**src/rtv_pkg.sv**
```systemverilog
package rtv_pkg;

    // Register port geometry
    localparam int ADDR_W = 3;
    localparam int DATA_W = 16;
    localparam int PTR_W  = 2;
    localparam int RPT_W  = 8;

    // Register offsets (word index on the plain register port)
    localparam logic [2:0] OFS_CFG      = 3'h0;
    localparam logic [2:0] OFS_ALM_CFG  = 3'h1;
    localparam logic [2:0] OFS_TIME_WIN = 3'h2;
    localparam logic [2:0] OFS_ALM_WIN  = 3'h3;

    // Field positions
    localparam int WREN_BIT   = 13;
    localparam int PTR_LSB    = 8;
    localparam int ALM_EN_BIT = 15;
    localparam int CHIME_BIT  = 14;
    localparam int RPT_LSB    = 0;
    localparam int MONTH_LSB  = 8;
    localparam int MONTH_W    = 5;
    localparam int HR_TEN_LSB = 4;

    // Window pointer codes
    localparam logic [1:0] PTR_MINUTES_SECONDS_VALUE = 2'h0;
    localparam logic [1:0] PTR_WEEKDAY_HOURS_VALUE = 2'h1;
    localparam logic [1:0] PTR_MONTH_DAY_VALUE  = 2'h2;
    localparam logic [1:0] PTR_YEAR   = 2'h3;

    // Implemented bits of each value register
    localparam logic [15:0] MASK_MINUTES_SECONDS_VALUE   = 16'h7f7f;
    localparam logic [15:0] MASK_WEEKDAY_HOURS_VALUE   = 16'h073f;
    localparam logic [15:0] MASK_MONTH_DAY_VALUE    = 16'h1f3f;
    localparam logic [15:0] MASK_MONTH_DAY_VALUE_SW = 16'h003f;
    localparam logic [15:0] MASK_YEAR     = 16'h00ff;

    // Limits and values after reset
    localparam logic [1:0]  HR_TEN_MAX = 2'h2;
    localparam logic [1:0]  PTR_RST    = 2'h0;
    localparam logic [7:0]  RPT_RST    = 8'h00;
    localparam logic [7:0]  RPT_MAX    = 8'hff;
    localparam logic [15:0] RDATA_RST  = 16'h0000;

endpackage : rtv_pkg

```
**src/rtv_core.sv**
```systemverilog
// Decided for this implementation: the register addresses and the address-and-strobe port.
`timescale 1ns/1ps
`default_nettype none

// What this block does
// - Alarm upper byte: minutes, weekday, month, none
// - Alarm lower byte: seconds, hours, day, none
// - Repeat count gives further alarm repetitions
// - Without chime, count zero means no further repeat
// - Each alarm event while enabled decrements a nonzero repeat count; an alarm config write in the same cycle wins
// - Count stops at zero unless chime wraps
// - Year holds two BCD digits, upper zero
// - Year writes need value write enable
// - Month/day BCD field layout
// - Weekday/hours BCD field layout
// - Hour tens digit limited to two
// - Minutes/seconds BCD field layout
// - Date and alarm writes need write enable
// - Unimplemented value bits read zero
// - Alarm month/day same layout, all writable
// - Window pointer decrements per access, stops zero
// - Alarm enable clears at zero without chime
// - Time pointer selects minutes_seconds_value, weekday_hours_value, month_day_value, year
module rtv_core #(
    parameter int ADDR_W = rtv_pkg::ADDR_W,
    parameter int DATA_W = rtv_pkg::DATA_W,
    parameter int RPT_W  = rtv_pkg::RPT_W
) (
    // Clock and reset
    input  wire logic                             clk_in,
    input  wire logic                             reset_n_in,
    // Register port
    input  wire logic [ADDR_W-1:0]                addr_in,
    input  wire logic [DATA_W-1:0]                wr_data_in,
    input  wire logic                             wr_in,
    input  wire logic                             rd_in,
    output logic      [DATA_W-1:0]                rd_data_out,
    // Calendar and alarm events
    input  wire logic                             month_update_in,
    input  wire logic [rtv_pkg::MONTH_W-1:0]      month_value_in,
    input  wire logic                             alarm_event_in,
    // Alarm state
    output logic                                  alarm_enable_out
);

    localparam int PW = rtv_pkg::PTR_W;

    // Implemented bits of the addressed value register
    function automatic logic [15:0] win_mask(input logic [1:0] ptr,
                                             input logic       alarm,
                                             input logic       for_write);
        logic [15:0] m;
        m = 16'h0000;
        case (ptr)
            rtv_pkg::PTR_MINUTES_SECONDS_VALUE: begin
                m = rtv_pkg::MASK_MINUTES_SECONDS_VALUE;
            end
            rtv_pkg::PTR_WEEKDAY_HOURS_VALUE: begin
                m = rtv_pkg::MASK_WEEKDAY_HOURS_VALUE;
            end
            rtv_pkg::PTR_MONTH_DAY_VALUE: begin
                if (!alarm && for_write) begin
                    m = rtv_pkg::MASK_MONTH_DAY_VALUE_SW;
                end else begin
                    m = rtv_pkg::MASK_MONTH_DAY_VALUE;
                end
            end
            rtv_pkg::PTR_YEAR: begin
                m = alarm ? 16'h0000 : rtv_pkg::MASK_YEAR;
            end
            default: begin
                m = 16'h0000;
            end
        endcase
        return m;
    endfunction : win_mask

    // Clamp the hour tens digit of a weekday/hours word
    function automatic logic [15:0] limit_hours(input logic [15:0] v);
        logic [15:0] r;
        r = v;
        if (v[rtv_pkg::HR_TEN_LSB +: 2] > rtv_pkg::HR_TEN_MAX) begin
            r[rtv_pkg::HR_TEN_LSB +: 2] = rtv_pkg::HR_TEN_MAX;
        end
        return r;
    endfunction : limit_hours

    // Value storage, indexed by window pointer
    logic [15:0]       time_val_ff  [0:3];
    logic [15:0]       alarm_val_ff [0:2];
    logic [15:0]       nxt_time_val [0:3];
    logic [15:0]       nxt_alarm_val[0:2];

    // Control state
    logic              wren_ff;
    logic              nxt_wren;
    logic [DATA_W-1:0] rd_data_ff;
    logic [DATA_W-1:0] nxt_rd_data;

    // Decode
    logic              wr_cfg;
    logic              wr_alm_cfg;
    logic              acc_time_win;
    logic              acc_alm_win;
    logic              wr_time_ok;
    logic              wr_alm_ok;
    logic [PW-1:0]     time_ptr;
    logic [PW-1:0]     alarm_ptr;
    logic              alm_chime;
    logic [RPT_W-1:0]  alm_cnt;
    logic              alm_en;
    logic [15:0]       wr_word;

    assign wr_cfg       = wr_in && (addr_in == rtv_pkg::OFS_CFG);
    assign wr_alm_cfg   = wr_in && (addr_in == rtv_pkg::OFS_ALM_CFG);
    assign acc_time_win = (wr_in || rd_in) && (addr_in == rtv_pkg::OFS_TIME_WIN);
    assign acc_alm_win  = (wr_in || rd_in) && (addr_in == rtv_pkg::OFS_ALM_WIN);
    assign wr_time_ok   = wr_in && (addr_in == rtv_pkg::OFS_TIME_WIN) && wren_ff;
    assign wr_alm_ok    = wr_in && (addr_in == rtv_pkg::OFS_ALM_WIN) && wren_ff;
    assign wr_word      = wr_data_in[15:0];

    // Window pointers
    rtv_win_ptr #(
        .PTR_W      (PW)
    ) u_time_ptr (
        .clk_in     (clk_in),
        .reset_n_in (reset_n_in),
        .load_in    (wr_cfg),
        .load_val_in(wr_data_in[rtv_pkg::PTR_LSB +: PW]),
        .access_in  (acc_time_win),
        .ptr_out    (time_ptr)
    );

    rtv_win_ptr #(
        .PTR_W      (PW)
    ) u_alarm_ptr (
        .clk_in     (clk_in),
        .reset_n_in (reset_n_in),
        .load_in    (wr_alm_cfg),
        .load_val_in(wr_data_in[rtv_pkg::PTR_LSB +: PW]),
        .access_in  (acc_alm_win),
        .ptr_out    (alarm_ptr)
    );

    // Repeat counter and alarm enable
    rtv_repeat_cnt #(
        .RPT_W      (RPT_W)
    ) u_repeat (
        .clk_in     (clk_in),
        .reset_n_in (reset_n_in),
        .load_in    (wr_alm_cfg),
        .en_in      (wr_data_in[rtv_pkg::ALM_EN_BIT]),
        .chime_in   (wr_data_in[rtv_pkg::CHIME_BIT]),
        .cnt_in     (wr_data_in[rtv_pkg::RPT_LSB +: RPT_W]),
        .event_in   (alarm_event_in),
        .en_out     (alm_en),
        .chime_out  (alm_chime),
        .cnt_out    (alm_cnt)
    );

    // Value register updates
    always_comb begin
        logic [15:0] m;
        m = win_mask(time_ptr, 1'b0, 1'b1);
        for (int i = 0; i < 4; i++) begin
            nxt_time_val[i] = time_val_ff[i];
        end
        for (int i = 0; i < 3; i++) begin
            nxt_alarm_val[i] = alarm_val_ff[i];
        end
        if (wr_time_ok) begin
            // Only implemented, writable bits change
            nxt_time_val[time_ptr] = (time_val_ff[time_ptr] & ~m) | (wr_word & m);
            if (time_ptr == rtv_pkg::PTR_WEEKDAY_HOURS_VALUE) begin
                nxt_time_val[time_ptr] = limit_hours(nxt_time_val[time_ptr]);
            end
        end
        if (month_update_in) begin
            nxt_time_val[rtv_pkg::PTR_MONTH_DAY_VALUE][rtv_pkg::MONTH_LSB +: rtv_pkg::MONTH_W] =
                month_value_in;
        end
        if (wr_alm_ok && (alarm_ptr != rtv_pkg::PTR_YEAR)) begin
            m = win_mask(alarm_ptr, 1'b1, 1'b1);
            nxt_alarm_val[alarm_ptr[1:0]] = wr_word & m;
            if (alarm_ptr == rtv_pkg::PTR_WEEKDAY_HOURS_VALUE) begin
                nxt_alarm_val[alarm_ptr[1:0]] = limit_hours(wr_word & m);
            end
        end
    end

    // Value registers are undefined after reset
    always_ff @(posedge clk_in) begin
        for (int i = 0; i < 4; i++) begin
            time_val_ff[i] <= nxt_time_val[i];
        end
        for (int i = 0; i < 3; i++) begin
            alarm_val_ff[i] <= nxt_alarm_val[i];
        end
    end

    // Control and read path
    always_comb begin
        logic [15:0] v;
        v           = 16'h0000;
        nxt_wren    = wren_ff;
        nxt_rd_data = '0;
        if (wr_cfg) begin
            nxt_wren = wr_data_in[rtv_pkg::WREN_BIT];
        end
        if (rd_in) begin
            case (addr_in)
                rtv_pkg::OFS_CFG: begin
                    v[rtv_pkg::WREN_BIT]         = wren_ff;
                    v[rtv_pkg::PTR_LSB +: PW]     = time_ptr;
                end
                rtv_pkg::OFS_ALM_CFG: begin
                    v[rtv_pkg::ALM_EN_BIT]        = alm_en;
                    v[rtv_pkg::CHIME_BIT]         = alm_chime;
                    v[rtv_pkg::PTR_LSB +: PW]     = alarm_ptr;
                    v[rtv_pkg::RPT_LSB +: RPT_W]  = alm_cnt;
                end
                rtv_pkg::OFS_TIME_WIN: begin
                    v = time_val_ff[time_ptr] & win_mask(time_ptr, 1'b0, 1'b0);
                end
                rtv_pkg::OFS_ALM_WIN: begin
                    if (alarm_ptr != rtv_pkg::PTR_YEAR) begin
                        v = alarm_val_ff[alarm_ptr[1:0]]
                            & win_mask(alarm_ptr, 1'b1, 1'b0);
                    end
                end
                default: begin
                    v = 16'h0000;
                end
            endcase
            nxt_rd_data = DATA_W'(v);
        end
    end

    always_ff @(posedge clk_in) begin
        if (!reset_n_in) begin
            wren_ff    <= 1'b0;
            rd_data_ff <= rtv_pkg::RDATA_RST;
        end else begin
            wren_ff    <= nxt_wren;
            rd_data_ff <= nxt_rd_data;
        end
    end

    assign rd_data_out      = rd_data_ff;
    assign alarm_enable_out = alm_en;

endmodule : rtv_core

`default_nettype wire

```
**src/rtv_repeat_cnt.sv**
```systemverilog
`timescale 1ns/1ps
`default_nettype none

module rtv_repeat_cnt #(
    parameter int RPT_W = 8
) (
    // Clock and reset
    input  wire logic             clk_in,
    input  wire logic             reset_n_in,
    // Software load
    input  wire logic             load_in,
    input  wire logic             en_in,
    input  wire logic             chime_in,
    input  wire logic [RPT_W-1:0] cnt_in,
    // Alarm event
    input  wire logic             event_in,
    // State
    output logic                  en_out,
    output logic                  chime_out,
    output logic      [RPT_W-1:0] cnt_out
);

    logic             en_ff;
    logic             chime_ff;
    logic [RPT_W-1:0] cnt_ff;
    logic             nxt_en;
    logic             nxt_chime;
    logic [RPT_W-1:0] nxt_cnt;

    always_comb begin
        nxt_en    = en_ff;
        nxt_chime = chime_ff;
        nxt_cnt   = cnt_ff;
        if (load_in) begin
            nxt_en    = en_in;
            nxt_chime = chime_in;
            nxt_cnt   = cnt_in;
        end else if (event_in && en_ff) begin
            if (cnt_ff != '0) begin
                nxt_cnt = cnt_ff - RPT_W'(1);
            end else if (chime_ff) begin
                nxt_cnt = '1;
            end else begin
                nxt_en = 1'b0;
            end
        end
    end

    always_ff @(posedge clk_in) begin
        if (!reset_n_in) begin
            en_ff    <= 1'b0;
            chime_ff <= 1'b0;
            cnt_ff   <= rtv_pkg::RPT_RST;
        end else begin
            en_ff    <= nxt_en;
            chime_ff <= nxt_chime;
            cnt_ff   <= nxt_cnt;
        end
    end

    assign en_out    = en_ff;
    assign chime_out = chime_ff;
    assign cnt_out   = cnt_ff;

endmodule : rtv_repeat_cnt

`default_nettype wire

```
**src/rtv_win_ptr.sv**
```systemverilog
`timescale 1ns/1ps
`default_nettype none

module rtv_win_ptr #(
    parameter int PTR_W = 2
) (
    // Clock and reset
    input  wire logic             clk_in,
    input  wire logic             reset_n_in,
    // Control
    input  wire logic             load_in,
    input  wire logic [PTR_W-1:0] load_val_in,
    input  wire logic             access_in,
    // State
    output logic      [PTR_W-1:0] ptr_out
);

    logic [PTR_W-1:0] ptr_ff;
    logic [PTR_W-1:0] nxt_ptr;

    always_comb begin
        nxt_ptr = ptr_ff;
        if (load_in) begin
            nxt_ptr = load_val_in;
        end else if (access_in && (ptr_ff != '0)) begin
            nxt_ptr = ptr_ff - PTR_W'(1);
        end
    end

    always_ff @(posedge clk_in) begin
        if (!reset_n_in) begin
            ptr_ff <= rtv_pkg::PTR_RST;
        end else begin
            ptr_ff <= nxt_ptr;
        end
    end

    assign ptr_out = ptr_ff;

endmodule : rtv_win_ptr

`default_nettype wire

```
**config.mk**
```make
export PLATFORM = sky130hd
export DESIGN_NAME = rtv_core
export DESIGN_NICKNAME = d
export VERILOG_FILES = /design/src/rtv_pkg.sv /design/src/rtv_core.sv /design/src/rtv_repeat_cnt.sv /design/src/rtv_win_ptr.sv
export SDC_FILE = /design/constraint.sdc
export NUM_CORES = 1
export LEC_CHECK = 0
export ABC_AREA = 1
export BUFFER_PORTS_ARGS = -buffer_cell sky130_fd_sc_hd__clkbuf_2
export CAP_MARGIN = 30
export CORE_MARGIN = 10
export CORE_UTILIZATION = 44
export CTS_BUF_LIST = sky130_fd_sc_hd__clkbuf_4 sky130_fd_sc_hd__clkbuf_8
export CTS_CLUSTER_DIAMETER = 80
export CTS_CLUSTER_SIZE = 40
export DETAILED_ROUTE_END_ITERATION = 12
export MAX_ROUTING_LAYER = met4
export PLACE_DENSITY = 0.72
export RECOVER_POWER = 25
export SYNTH_ARGS = -nofsm -noshare
export SYNTH_HDL_FRONTEND = slang
export SYNTH_SLANG_ARGS = --single-unit
```
**constraint.sdc**
```tcl
create_clock -name clk_in -period 9.51 [get_ports clk_in]
set_input_delay 0.4755 -clock clk_in [delete_from_list [all_inputs] [get_ports clk_in]]
set_output_delay 0.4755 -clock clk_in [all_outputs]
set_load 0.1 [all_outputs]
```
==> impl_metrics.json <==
{
  "post_cts_buffers": 0,
  "firstDrtPassIters": 5,
  "worst_r2r_path_depth": 11,
  "total_power_mw": 1.32,
  "holdCritPathClass": "in2reg",
  "place_area_sq_mm": 0.00816,
  "crit_path_end_kind": "flop",
  "worstPathMaxFanout": 32,
  "tns_ns": 0,
  "seq_area_frac_synth": 0.483,
  "ys_types": 46,
  "initialDrtViolationCount": 815,
  "cts_buffer_depth": 2,
  "drc": 0,
  "totalWireLength_microns": 23100,
  "r2r_setup_slack_ns": 6.04,
  "start_kind": "flop",
  "grt_pass1_vias": 6545,
  "drv_cap": 0,
  "cts_hold_buf": 0,
  "fp.dieW_microns": 153,
  "seq_power_share": 0.498,
  "start_util": 0.449,
  "dieArea_sq_mm": 0.0234,
  "clock_skew_ns": 0.0151,
  "worstMarginPinSlew_ns": 1.19,
  "pwr-share-comb": 0.126,
  "vias": 7164,
  "die_h_microns": 153,
  "leakage_nw": 3.43,
  "p_switching_uw": 360,
  "grt_max_degree": 57,
  "placed_cells": 1205,
  "final_cell_mix": "268 x nand2_1, 102 x edfxtp_1, 93 x nand3_1",
  "numPortBuffers": 46,
  "place_ws_ns": 6.18,
  "area_growth_pct": 9.05,
  "drive_above_1_share": 0.0879,
  "max_freq_mhz": 289,
  "cts-resized-gates": 0,
  "ys_warn_count": 0,
  "rr_endpoint": "time_val_ff[0][5]",
  "finalNonFillerCells": 1238,
  "worstPathArrival_ns": 3.67,
  "grt_usage": 0.199,
  "wl_per_cell_microns": 18.7,
  "antenna_found_initial": 1,
  "layout_setup_ws_ns": 6.04,
  "hold_viol": 0,
  "clkPwrFrac": 0.376,
  "syn-instance-count": 973,
  "gp_congestion": 0.910,
  "num_rows": 48,
  "fin_area_sq_mm": 0.00850,
  "postSynthAreaPerCell_sq_um": 8.01,
  "ys_seq_elements": 137,
  "synth_area_leader_cell": "edfxtp_1",
  "ant_nets": 0,
  "min_period_over_period": 0.364,
  "htree_levels": 4,
  "syn-num-nets": 1016,
  "root_buffer": "clkbuf_8",
  "gr-total-overflow": 0,
  "final_max_slew_viol_count": 0,
  "timing_worst_setup_path_type": "reg2reg",
  "cts_sinks": 137,
  "synth-main-ff-cell": "edfxtp_1",
  "clock_latency_ns": 0.47,
  "io_pins": 47,
  "holdPathStages": 3,
  "synth.cell_area_sq_mm": 0.00779,
  "core_sq_mm": 0.0174,
  "power.internal_uw": 956,
  "nNetsFinal": 1042,
  "async_flop_share": 0,
  "ir_drop_mv": 0.143,
  "rsz0062_at_grt": "false",
  "yosys-top-cells-area": "edfxtp_1 39%, nand2_1 13%, dfxtp_1 9.0%",
  "cp.required_ns": 9.71,
  "grt_use_met2": 0.291,
  "numCtsBuffers": 17,
  "rr_startpoint": "u_time_ptr.ptr_out[0]",
  "viasPerCell": 5.79,
  "busiest_layer": "met2",
  "synth-edff-count": 102,
  "grt_pass1_wl_microns": 36400,
  "clk_pin_slew_ns": 0.08,
  "final_common_cell": "nand2_1",
  "startpoint": "u_time_ptr.ptr_out[0]",
  "yosysTopAreaCellShare": 0.393,
  "hp-start": "wr_data_in[15]",
  "p_per_area_mw_per_mm2": 155,
  "netSwitchingFraction": 0.274,
  "cts_tree": "done",
  "met1_usage": 0.267,
  "place_hpwl_microns": 15500,
  "endpoint": "time_val_ff[0][5]",
  "met3_usage": 0.0396,
  "relSlewSlack": 0.210,
  "status": "completed",
  "timing.final.crit_period_ns": 3.47,
  "finalSetupViolations": 0
}
[cell usage after synthesis, types with 2 or more instances]
cell and number:
nand2_1 268, edfxtp_1 102, nand3_1 92, inv_1 85, o21ai_0 72, nor2_1 69
a21oi_1 54, dfxtp_1 35, o211ai_1 26, buf_2 23, clkbuf_1 19, a31oi_1 17
ha_1 13, inv_2 9, o21ai_1 8, o21bai_1 6, o221ai_1 6, o22ai_1 6
a211oi_1 5, nor3_1 5, o31ai_1 5, or2_2 5, a21o_1 4, buf_1 4
o2111ai_1 4, buf_4 3, nor2_4 3, o21ai_2 3, xor2_1 3, buf_6 2
nand4_1 2
[power by group through the flow]
stage | logic [mW] | clock network, mW | registers, mW
4_1_cts | 0.166 | 0.494 | 0.655
6_report | 0.166 | 0.494 | 0.655
5_1_grt | 0.184 | 0.521 | 0.656
3_3_place_gp | 0.163 | 0 | 0.669
3_5_place_dp | 0.165 | 0 | 0.669
2_1_floorplan | 0.110 | 0 | 0.676
[per-stage QoR]
| stage | hold WS, ns | utilization |
|---|---|---|
| floorplan | 0.454 | - |
| global placement | 0.463 | 0.470 |
| detailed placement | 0.470 | 0.470 |
| CTS | 0.230 | 0.493 |
| global route | 0.251 | 0.490 |
| finish | 0.245 | 0.490 |
[area by class of cell]
| class | count | area (sq um) |
|---|---|---|
| fillers | 1665 | 8860 |
| flip-flops and latches | 137 | 3760 |
| multi-input cells | 689 | 3400 |
| inverters | 95 | 357 |
| clock buffers | 24 | 299 |
| repair buffers | 59 | 298 |
| well taps | 225 | 282 |
| clock inverters | 8 | 95.1 |
| diodes | 1 | 2.50 |
[worst max-delay path: stages (launching register included)]
cell and delay [ns]:
dfxtp_1 0.32, buf_4 0.34, inv_1 0.50, ha_1 0.40
inv_1 0.72, o21ai_0 0.23, nand3_1 0.13, o21ai_1 0.12
nand2_1 0.09, o21ai_0 0.14, nand2_1 0.10, o21ai_0 0.07
[per-layer routing]
layer  share of wire  vias up
met5               0        -
met2            0.43      372
li1                -     3383
met1            0.44     3371
met3            0.10       38
met4           0.027        0
[cells by family after synthesis]
logic type / synth area share
buffers and inverters: 0.0780
flip-flops: 0.483
AO/OA/AOI/OAI: 0.170
AND/OR/NAND/NOR: 0.245
adder cells (fa/ha/maj): 0.0209
XOR/XNOR: 0.00337
[how the worst min path moves through the flow]
stage                    endpoint
2_1_floorplan  u_repeat.chime_out
5_1_grt           u_repeat.en_out
3_5_place_dp      rd_data_out[15]
6_report          u_repeat.en_out
4_1_cts           u_repeat.en_out
3_3_place_gp      rd_data_out[15]
Power figures use the tool's default switching activity.
